--- src/rtl/smh_pkg.sv ---
// package of constants and types for the serial modem handshake controller
package smh_pkg;
	// ****************************************
	// register offsets
	// ****************************************
	localparam logic [3:0] ADDR_MODE      = 4'h0;
	localparam logic [3:0] ADDR_CCR_TWO   = 4'h1;
	localparam logic [3:0] ADDR_TXBC_HIGH = 4'h2;
	localparam logic [3:0] ADDR_CFG       = 4'h3;
	localparam logic [3:0] ADDR_IRQ_STAT  = 4'h4;
	localparam logic [3:0] ADDR_IRQ_MASK  = 4'h5;
	localparam logic [3:0] ADDR_STATUS    = 4'h6;
	// ****************************************
	// field positions
	// ****************************************
	localparam int MODE_RAC_BIT  = 3;
	localparam int MODE_RTS_BIT  = 2;
	localparam int MODE_RLVL_BIT = 1;
	localparam int MODE_TLP_BIT  = 0;
	localparam int CHANNEL_CONTROL_TWO_SOC1_BIT = 7;
	localparam int CHANNEL_CONTROL_TWO_SOC0_BIT = 6;
	localparam int TXBC_CAS_BIT  = 2;
	localparam int TXBC_DMA_BIT  = 7;
	localparam int CFG_BUS_BIT   = 7;
	localparam int CFG_PU_BIT    = 6;
	localparam int IRQ_CSC_BIT   = 1;
	localparam int IRQ_XMR_BIT   = 0;
	// ****************************************
	// reset values and SOC field codes
	// ****************************************
	localparam logic [7:0] MODE_RST     = 8'h00;
	localparam logic [7:0] CHANNEL_CONTROL_TWO_RST     = 8'h00;
	localparam logic [7:0] TXBC_RST     = 8'h00;
	localparam logic [7:0] CFG_RST      = 8'h00;
	localparam logic [7:0] IRQ_MASK_RST = 8'hff;
	localparam logic [1:0] SOC_RX_ACT   = 2'h3;
	localparam logic [1:0] SOC_OFF      = 2'h2;
	// ****************************************
	// protocols and clock modes
	// ****************************************
	localparam logic [1:0] PROTO_HDLC  = 2'h0;
	localparam logic [1:0] PROTO_ASYNC = 2'h1;
	localparam logic [1:0] PROTO_BSYNC = 2'h2;
	localparam logic [2:0] CLK_MODE_0  = 3'h0;
	localparam logic [2:0] CLK_MODE_1  = 3'h1;
	localparam logic [2:0] CLK_MODE_5  = 3'h5;
	// ****************************************
	// timing
	// ****************************************
	localparam int CLK_MHZ       = 25;
	localparam int RESET_MIN_US  = 5;
	localparam int RESET_MIN_CYC = RESET_MIN_US * CLK_MHZ;
	// ****************************************
	// transmit gate states
	// ****************************************
	typedef enum logic [1:0] {
		TX_IDLE  = 2'b00,
		TX_SEND  = 2'b01,
		TX_ABORT = 2'b11,
		TX_DRAIN = 2'b10
	} smh_tx_state_t;
endpackage

--- src/rtl/smh_sync.sv ---
// two flip-flop synchroniser for a pin input
`timescale 1ns/10ps
module smh_sync #(
	parameter logic RST_VAL = 1'b1
) (
	input  wire logic clk_sys,
	input  wire logic rst,
	input  wire logic din,
	output logic      dout
);
	typedef struct packed {
		logic s1;
		logic s2;
	} smh_sync_st_t;
	smh_sync_st_t st_reg;
	smh_sync_st_t st_next;

	always_comb begin
		st_next    = st_reg;
		st_next.s1 = din;
		st_next.s2 = st_reg.s1;
	end

	always_ff @(posedge clk_sys or posedge rst) begin
		if (rst) begin
			st_reg <= '{s1: RST_VAL, s2: RST_VAL};
		end else begin
			st_reg <= st_next;
		end
	end

	assign dout = st_reg.s2;
endmodule // smh_sync

--- src/rtl/smh_edge.sv ---
// edge detector for an already synchronised level
`timescale 1ns/10ps
module smh_edge (
	input  wire logic clk_sys,
	input  wire logic rst,
	input  wire logic lvl,
	output logic      any_edge
);
	typedef struct packed {
		logic last;
	} smh_edge_st_t;
	smh_edge_st_t st_reg;
	smh_edge_st_t st_next;

	always_comb begin
		st_next      = st_reg;
		st_next.last = lvl;
	end

	always_ff @(posedge clk_sys or posedge rst) begin
		if (rst) begin
			st_reg <= '{last: 1'b1};
		end else begin
			st_reg <= st_next;
		end
	end

	assign any_edge = lvl ^ st_reg.last;
endmodule // smh_edge

--- src/rtl/smh_ctrl.sv ---
// modem handshake control of one serial channel
//
// The plain strobed port and the register offsets were chosen for this implementation.
`timescale 1ns/10ps
module smh_ctrl #(
	parameter int RESET_CYC = smh_pkg::RESET_MIN_CYC
) (
	input  wire logic       clk_sys,
	input  wire logic       rst,
	// register port
	input  wire logic [3:0] reg_addr,
	input  wire logic [7:0] reg_wdata,
	input  wire logic       reg_wr,
	input  wire logic       reg_rd,
	output logic      [7:0] reg_rdata,
	// modem pins
	output logic            rts_n,
	input  wire logic       cts_n,
	input  wire logic       cd,
	// transmitter side
	input  wire logic       tx_req,
	input  wire logic       tx_char_end,
	input  wire logic       tx_frame_end,
	input  wire logic       tx_pool_released,
	input  wire logic       tx_frame_held,
	input  wire logic       tx_serial,
	output logic            tx_enable,
	output logic            tx_restart,
	output logic            tx_fifo_reset,
	output logic            tx_idle_ones,
	output logic            txd_out,
	// receiver side
	input  wire logic       rx_frame_active,
	input  wire logic       rx_byte_end,
	input  wire logic       rxd_pin,
	output logic            rxd_core,
	output logic            rx_enable,
	// channel settings
	input  wire logic [1:0] protocol,
	input  wire logic [2:0] clock_mode,
	output logic            power_down,
	output logic            irq
);
	// ****************************************
	// state
	// ****************************************
	typedef struct packed {
		logic [7:0]            mode;
		logic [7:0]            channel_control_two;
		logic [7:0]            txbc;
		logic [7:0]            cfg;
		logic [1:0]            irq_stat;
		logic [7:0]            irq_mask;
		logic [7:0]            rdata;
		smh_pkg::smh_tx_state_t tx_st;
		logic                  pool_gone;
		logic                  rx_on;
		logic                  rts_n;
		logic                  tx_enable;
		logic                  tx_restart;
		logic                  tx_fifo_reset;
		logic                  idle_ones;
		logic                  txd;
		logic                  rxd;
		logic                  rts_hold;
		logic                  pdn;
		logic                  irq;
	} smh_ctrl_st_t;

	smh_ctrl_st_t st_reg;
	smh_ctrl_st_t st_next;
	logic         cts_ok;
	logic         cd_s;
	logic         cts_s;
	logic         cts_edge;

	// ****************************************
	// elaboration checks
	// ****************************************
	if (RESET_CYC < 1) begin : g_bad_reset
		$error("reset count must be at least one cycle");
	end

	// ****************************************
	// functions
	// ****************************************
	function automatic logic sync_proto(input logic [1:0] p);
		return (p == smh_pkg::PROTO_HDLC) || (p == smh_pkg::PROTO_BSYNC);
	endfunction

	function automatic logic special_active(
		input logic       bus_cfg,
		input logic [2:0] cm
	);
		return bus_cfg && (cm == smh_pkg::CLK_MODE_0 || cm == smh_pkg::CLK_MODE_1);
	endfunction

	function automatic logic autostart_ok(
		input logic       cas,
		input logic [2:0] cm
	);
		return cas && cm != smh_pkg::CLK_MODE_1 && cm != smh_pkg::CLK_MODE_5;
	endfunction

	// ****************************************
	// input synchronisers
	// ****************************************
	smh_sync #(.RST_VAL(1'b1)) u_cts_sync (
		.clk_sys (clk_sys),
		.rst     (rst),
		.din     (cts_n),
		.dout    (cts_s)
	);
	smh_sync #(.RST_VAL(1'b0)) u_cd_sync (
		.clk_sys (clk_sys),
		.rst     (rst),
		.din     (cd),
		.dout    (cd_s)
	);
	smh_edge u_cts_edge (
		.clk_sys  (clk_sys),
		.rst      (rst),
		.lvl      (cts_s),
		.any_edge (cts_edge)
	);
	assign cts_ok = !cts_s;

	// ****************************************
	// next state
	// ****************************************
	always_comb begin
		logic       special;
		logic [1:0] soc;
		logic       cas_ok;
		logic       req_pend;
		special  = 1'b0;
		soc      = 2'h0;
		cas_ok   = 1'b0;
		req_pend = 1'b0;
		st_next  = st_reg;
		st_next.tx_restart    = 1'b0;
		st_next.tx_fifo_reset = 1'b0;

		// register writes
		if (reg_wr) begin
			case (reg_addr)
				smh_pkg::ADDR_MODE: begin
					st_next.mode = reg_wdata;
				end
				smh_pkg::ADDR_CCR_TWO: begin
					st_next.channel_control_two = reg_wdata;
				end
				smh_pkg::ADDR_TXBC_HIGH: begin
					st_next.txbc = reg_wdata;
				end
				smh_pkg::ADDR_CFG: begin
					st_next.cfg = reg_wdata;
				end
				smh_pkg::ADDR_IRQ_STAT: begin
					st_next.irq_stat = st_reg.irq_stat & ~reg_wdata[1:0];
				end
				smh_pkg::ADDR_IRQ_MASK: begin
					st_next.irq_mask = reg_wdata;
				end
				default: begin
				end
			endcase
		end

		// register reads
		st_next.rdata = 8'h00;
		if (reg_rd) begin
			case (reg_addr)
				smh_pkg::ADDR_MODE:      st_next.rdata = st_reg.mode;
				smh_pkg::ADDR_CCR_TWO:   st_next.rdata = st_reg.channel_control_two;
				smh_pkg::ADDR_TXBC_HIGH: st_next.rdata = st_reg.txbc;
				smh_pkg::ADDR_CFG:       st_next.rdata = st_reg.cfg;
				smh_pkg::ADDR_IRQ_STAT:  st_next.rdata = {6'h00, st_reg.irq_stat};
				smh_pkg::ADDR_IRQ_MASK:  st_next.rdata = st_reg.irq_mask;
				smh_pkg::ADDR_STATUS: begin
					st_next.rdata = {2'h0, st_reg.tx_st, st_reg.rx_on, cd_s,
						cts_ok, st_reg.rts_n};
				end
				default: st_next.rdata = 8'h00;
			endcase
		end

		// clear-to-send change flag, set wins over clear
		if (cts_edge) begin
			st_next.irq_stat[smh_pkg::IRQ_CSC_BIT] = 1'b1;
		end

		// transmit gating
		case (st_reg.tx_st)
			smh_pkg::TX_IDLE: begin
				st_next.pool_gone = 1'b0;
				if (tx_req && cts_ok && !st_reg.rts_hold) begin
					st_next.tx_st = smh_pkg::TX_SEND;
				end
			end
			smh_pkg::TX_SEND: begin
				if (tx_pool_released) begin
					st_next.pool_gone = 1'b1;
				end
				if (!tx_req || tx_frame_end) begin
					st_next.tx_st = smh_pkg::TX_IDLE;
				end else if (!cts_ok) begin
					if (!sync_proto(protocol)) begin
						st_next.tx_st = smh_pkg::TX_DRAIN;
					end else if (st_reg.pool_gone || !tx_frame_held) begin
						st_next.tx_fifo_reset = 1'b1;
						st_next.irq_stat[smh_pkg::IRQ_XMR_BIT] = 1'b1;
						st_next.tx_st = smh_pkg::TX_IDLE;
					end else begin
						st_next.tx_st = smh_pkg::TX_ABORT;
					end
				end
			end
			smh_pkg::TX_ABORT: begin
				if (!tx_frame_held) begin
					st_next.tx_fifo_reset = 1'b1;
					st_next.irq_stat[smh_pkg::IRQ_XMR_BIT] = 1'b1;
					st_next.tx_st = smh_pkg::TX_IDLE;
				end else if (cts_ok) begin
					st_next.tx_restart = 1'b1;
					st_next.tx_st = smh_pkg::TX_SEND;
				end
			end
			smh_pkg::TX_DRAIN: begin
				if (cts_ok) begin
					st_next.tx_st = smh_pkg::TX_SEND;
				end else if (!tx_req) begin
					st_next.tx_st = smh_pkg::TX_IDLE;
				end
			end
			default: begin
				st_next.tx_st = smh_pkg::TX_IDLE;
			end
		endcase

		// transmitter enabled while sending, or finishing a character
		st_next.tx_enable = (st_next.tx_st == smh_pkg::TX_SEND) ||
			((st_next.tx_st == smh_pkg::TX_DRAIN) && !tx_char_end &&
			(st_reg.tx_st != smh_pkg::TX_DRAIN || st_reg.tx_enable));
		st_next.idle_ones = !st_next.tx_enable;

		// request-to-send output

		// repeat keeps request off until transmitter drops it
		if (st_next.tx_fifo_reset) begin
			st_next.rts_hold = 1'b1;
		end else if (!tx_req) begin
			st_next.rts_hold = 1'b0;
		end
		req_pend = tx_req && !st_next.rts_hold;
		soc      = {st_reg.channel_control_two[smh_pkg::CHANNEL_CONTROL_TWO_SOC1_BIT], st_reg.channel_control_two[smh_pkg::CHANNEL_CONTROL_TWO_SOC0_BIT]};
		special  = special_active(st_reg.cfg[smh_pkg::CFG_BUS_BIT], clock_mode);
		if (special && soc == smh_pkg::SOC_OFF) begin
			st_next.rts_n = 1'b1;
		end else if (special && soc == smh_pkg::SOC_RX_ACT) begin
			st_next.rts_n = !rx_frame_active;
		end else if (st_reg.mode[smh_pkg::MODE_RTS_BIT]) begin
			st_next.rts_n = !st_reg.mode[smh_pkg::MODE_RLVL_BIT];
		end else begin
			st_next.rts_n = !req_pend;
		end

		// carrier detect receiver control
		cas_ok = autostart_ok(st_reg.txbc[smh_pkg::TXBC_CAS_BIT], clock_mode);
		if (!cas_ok) begin
			st_next.rx_on = st_reg.mode[smh_pkg::MODE_RAC_BIT] ||
				st_reg.mode == smh_pkg::MODE_RST;
		end else if (cd_s) begin
			st_next.rx_on = 1'b1;
		end else if (rx_byte_end) begin
			st_next.rx_on = 1'b0;
		end

		// local loopback
		st_next.txd = st_reg.mode[smh_pkg::MODE_TLP_BIT] ? 1'b1 :
			(st_next.idle_ones ? 1'b1 : tx_serial);
		st_next.rxd = st_reg.mode[smh_pkg::MODE_TLP_BIT] ?
			(st_next.idle_ones ? 1'b1 : tx_serial) : rxd_pin;

		// power state follows the power-up bit
		st_next.pdn = !st_next.cfg[smh_pkg::CFG_PU_BIT];

		// masked interrupt out
		st_next.irq = |(st_next.irq_stat & ~st_next.irq_mask[1:0]);
	end

	// ****************************************
	// registers
	// ****************************************
	always_ff @(posedge clk_sys or posedge rst) begin
		if (rst) begin
			st_reg          <= '0;
			st_reg.mode     <= smh_pkg::MODE_RST;
			st_reg.channel_control_two     <= smh_pkg::CHANNEL_CONTROL_TWO_RST;
			st_reg.txbc     <= smh_pkg::TXBC_RST;
			st_reg.cfg      <= smh_pkg::CFG_RST;
			st_reg.irq_mask <= smh_pkg::IRQ_MASK_RST;
			st_reg.tx_st    <= smh_pkg::TX_IDLE;
			st_reg.rts_n    <= 1'b1;
			st_reg.idle_ones <= 1'b1;
			st_reg.txd      <= 1'b1;
			st_reg.rxd      <= 1'b1;
			st_reg.pdn      <= 1'b1;
		end else begin
			st_reg <= st_next;
		end
	end

	// ****************************************
	// outputs
	// ****************************************
	assign reg_rdata     = st_reg.rdata;
	assign rts_n         = st_reg.rts_n;
	assign tx_enable     = st_reg.tx_enable;
	assign tx_restart    = st_reg.tx_restart;
	assign tx_fifo_reset = st_reg.tx_fifo_reset;
	assign tx_idle_ones  = st_reg.idle_ones;
	assign txd_out       = st_reg.txd;
	assign rxd_core      = st_reg.rxd;
	assign rx_enable     = st_reg.rx_on;
	assign power_down    = st_reg.pdn;
	assign irq           = st_reg.irq;
endmodule // smh_ctrl

--- config.mk ---
export PLATFORM = sky130hd
export DESIGN_NAME = smh_ctrl
export DESIGN_NICKNAME = d
export VERILOG_FILES = /design/src/rtl/smh_pkg.sv /design/src/rtl/smh_sync.sv /design/src/rtl/smh_edge.sv /design/src/rtl/smh_ctrl.sv
export SDC_FILE = /design/constraint.sdc
export NUM_CORES = 1
export LEC_CHECK = 0
export BUFFER_PORTS_ARGS = -buffer_cell sky130_fd_sc_hd__clkbuf_2
export CORE_MARGIN = 5
export CORE_UTILIZATION = 37
export CTS_CLUSTER_SIZE = 10
export DETAILED_ROUTE_END_ITERATION = 8
export HOLD_SLACK_MARGIN = 0.15
export PLACE_DENSITY = 0.56
export SLEW_MARGIN = 5
export SYNTH_ARGS = -nofsm -noshare
export SYNTH_HDL_FRONTEND = slang
export SYNTH_SLANG_ARGS = --single-unit
--- constraint.sdc ---
create_clock -name clk_sys -period 2.4 [get_ports clk_sys]
set_input_delay 0 -clock clk_sys [delete_from_list [all_inputs] [get_ports clk_sys]]
set_output_delay 0 -clock clk_sys [all_outputs]
set_load 0.005 [all_outputs]
==> summary.md <==
| Metric | Value |
|---|---|
| PwrDens | 750 nW/um2 |
| Clock Tree Root | clkbuf_8 |
| Max reg flops | between 40 and 50 |
| Worst setup EP type | flop |
| Post-Synth XOR/XNOR Area | less than 1% |
| Post-synth top area share | a little over two fifths |
| Critical path fanouts, max | 10 |
| Multi-input combinational cell area | around 1300 um2 |
| CP max-delay cell | dlygate4sd3_1 |
| Die area | between 10000 and 15000 um2 |
| Layout Nets | 364 |
| Final setup vio count | 0 |
| Mapped cell area | between 3000 and 4000 um2 |
| Synth async-reset ratio | between 90% and 100% |
| Hold bufs inserted after CTS | 28 |
| Post-synth EDFFs | 0 |
| Post-DP Area | between 3000 and 4000 um2 |
| Vias per cell | 5.02 |
| Worst Max-Slew Pin Slew | approximately 0.62 ns |
| # diodes | 0 |
| Max Transition Viols Final | 0 |
| Area contributors post-synth | dfrtp_1 42%, mux2_2 15%, dfstp_2 13%, mux2i_1 3.8%, buf_4 1.9% |
| Die height | slightly above 100 um |
| Rows | 33 |
| RePlAce Congestion | 0.780 |
| Data required, critical path | 2.69 ns |
| Most frequent cells in the layout | 53 x dfrtp_1, 48 x clkbuf_2, 41 x mux2_2 |
| Clk sinks | 69 |
| H-tree depth | 3 |
| Status | completed |
| Post-synthesis mux area share | 19.8% |
| Clock-pin transition on the worst setup and hold timing paths | 0.07 ns |
| Type of the worst setup path | reg2reg |
| Ys flop type | dfrtp_1 |
| ANT nets after route | 0 |
| Yosys warning total | 0 |
| TritonCTS clock tree | done |
| CP peak stage delay | roughly 0.56 ns |
| WP data arrival | 2.50 ns |
| Area leader, netlist | dfrtp_1 |
| DR iter-0 viols | between 100 and 150 |
| Post-CTS resize count | 0 |
| Commonest non-fill, non-tap cell in the layout | dfrtp_1 |
| I/O Pins | 50 |
| DR vias | about 2200 |
| Largest net degree at the start of global routing | 45 |
| Final min period | 2.22 ns |
| Fmax | roughly 450 MHz |
| Initial antenna violation count | 0 |
| Yosys cell types | 50 |
| Mapped Cells | about 250 |
| Layout fillers | a little under 800 |
| Post-CTS Setup Bufs | 0 |
| Adder and majority gate portion of the synthesized area | 0% |
| Post-Syn Nets | between 200 and 300 |
| Port bufs | 48 |
| Max IR drop VDD | ~0.00036 V |
| Clock latency on the worst-skew pair | 0.34 ns |
| Sequential area share after synthesis | 55.1% |
| Layout area overhead | 25.7% |
| Num CTS Buffers | 9 |
| Startpoint types | flop |
| Total wire length | ~7.4 mm |
| Grt total ovfl | 0 |
| Fin. Hold Viols | 0 |
| Period utilisation layout | between 90 and 100% |
| RSZ-0062 raised after global routing | no |
| Vias in the first global route | between 2000 and 2500 |
| Die X | around 100 um |
| Worst clock skew | around 0.0076 ns |
| Clk buf depth | 2 |
| Global-route wire length before repair | roughly 12 mm |
| TritonRoute pass-1 iters | 4 |
| Hpwl dp | around 5.2 mm |
| GR Util All Layers | 15.4% |
| WL/cell | roughly 17 um |
| MaxCap Viol Count | 0 |
| Starting Density | a little under two fifths |
| Rel. slew slack | about three fifths |
| Compound-cell area share of the yosys netlist | 10.1% |
| Largest family of logic cells by synthesized area | multiplexers |
| Crit-path cells | or3b_1 -> a21oi_2 -> o32ai_2 -> mux2i_4 -> a31oi_1 -> dlygate4sd3_1 |
| Syn avg cell area | between 10 and 15 um2 |
| Core region area | 8300 um2 |
| Register area | about 1700 um2 |
| Cell area after layout | approximately 4000 um2 |
| P_leak | around 1.8 nW |
| Final Util | 48.0% |
| Ratio of cells with drive above 1 in the final layout | just over 40% |
| Post-Synth Simple-Gate Area | 9.98% |
| # DRC | 0 |
| Fin Setup TNS | 0 ns |
| Hold Path Class | in2reg |
| Yosys reg bits | 69 |
==> synthesized netlist by cell type, types with 2 or more instances <==
library cell and n:
a211oi_1 3, a21oi_1 8, a221oi_1 2, a22o_1 2, a22oi_1 4, a31oi_1 3, and2b_1 2, buf_1 2
buf_2 4, buf_4 8, clkbuf_1 3, dfrtp_1 53, dfstp_2 16, inv_1 10, mux2_2 41, mux2i_1 12
nand2_1 12, nand3_1 5, nor2_1 16, nor2b_1 5, nor3_1 2, nor3b_1 3, nor4_1 2, o21ai_0 6
o22a_1 2, o22ai_1 2, o2bb2ai_1 2, or3_1 2
==> metal layers <==
metal,routed length (um),part of all wire (%),vias to the layer above,track usage [%]
met2,3340,45,48,22.3
met4,91,1.2,0,5.15
met1,3580,49,1106,22.6
li1,-,-,1059,-
met5,0,0,-,0
met3,343,4.7,6,3.59
==> area by class of cell <==
| type | instances | share of cell area [%] |
|---|---|---|
| Clock buffer | 11 | 3.55 |
| Clock inverter | 5 | 1.26 |
| Inverter | 11 | 1.04 |
| Multi-Input combinational cell | 156 | 31.9 |
| Sequential cell | 69 | 43.8 |
| Tap cell | 105 | 3.30 |
| Timing Repair Buffer | 85 | 15.1 |
==> metrics by stage <==
step                cells  setup slack (ns)  hold WS [ns]  total power [W]
CTS                   442             0.167         0.163          0.00302
global placement      398             0.555        0.0757          0.00202
detailed placement    398             0.555        0.0815          0.00204
floorplan             254             0.618       0.00448          0.00186
finish                442             0.182         0.174          0.00299
global route          442            0.0526         0.186          0.00315
==> worst paths after layout <==
check                                      from             end  slack (ns)  depth (start not counted)
min reg2reg                u_cd_sync.st_next[0]  u_cd_sync.dout        0.35                          0
max                                  st_reg[13]        rxd_core        0.18                          6
max in group asynchronous                   rst      st_reg[27]        1.47                          4
max reg2reg                          st_reg[13]        rxd_core        0.18                          6
min                                tx_frame_end   tx_fifo_reset        0.17                          3
min in group asynchronous                   rst      st_reg[47]        0.25                          3
==> logic make-up (layout without fill, tap and decap cells) <==
family / after synthesis / count (layout)
flops: 69 / 69
simple gates: 57 / 57
xor+xnor: 1 / 1
mux: 55 / 55
compound gates: 43 / 43
buf+inv: 29 / 112
==> power breakdown <==
group          internal [W]  switching (W)  leakage (nW)
clock network      0.000501       0.000422         0.103
logic              0.000305       0.000223         0.868
registers           0.00140       0.000137         0.833
total               0.00221       0.000782          1.80
==> critical path, delay by kind of cell (launching register included) <==
kind,cells,cell delay (ns)
DFF,1,0.51
and+or+nand+nor,1,0.43
buffers and inverters,1,0.56
AOI/OAI and AO/OA,3,0.43
muxes,1,0.23
No activity file was read; power rests on OpenSTA's default activity.
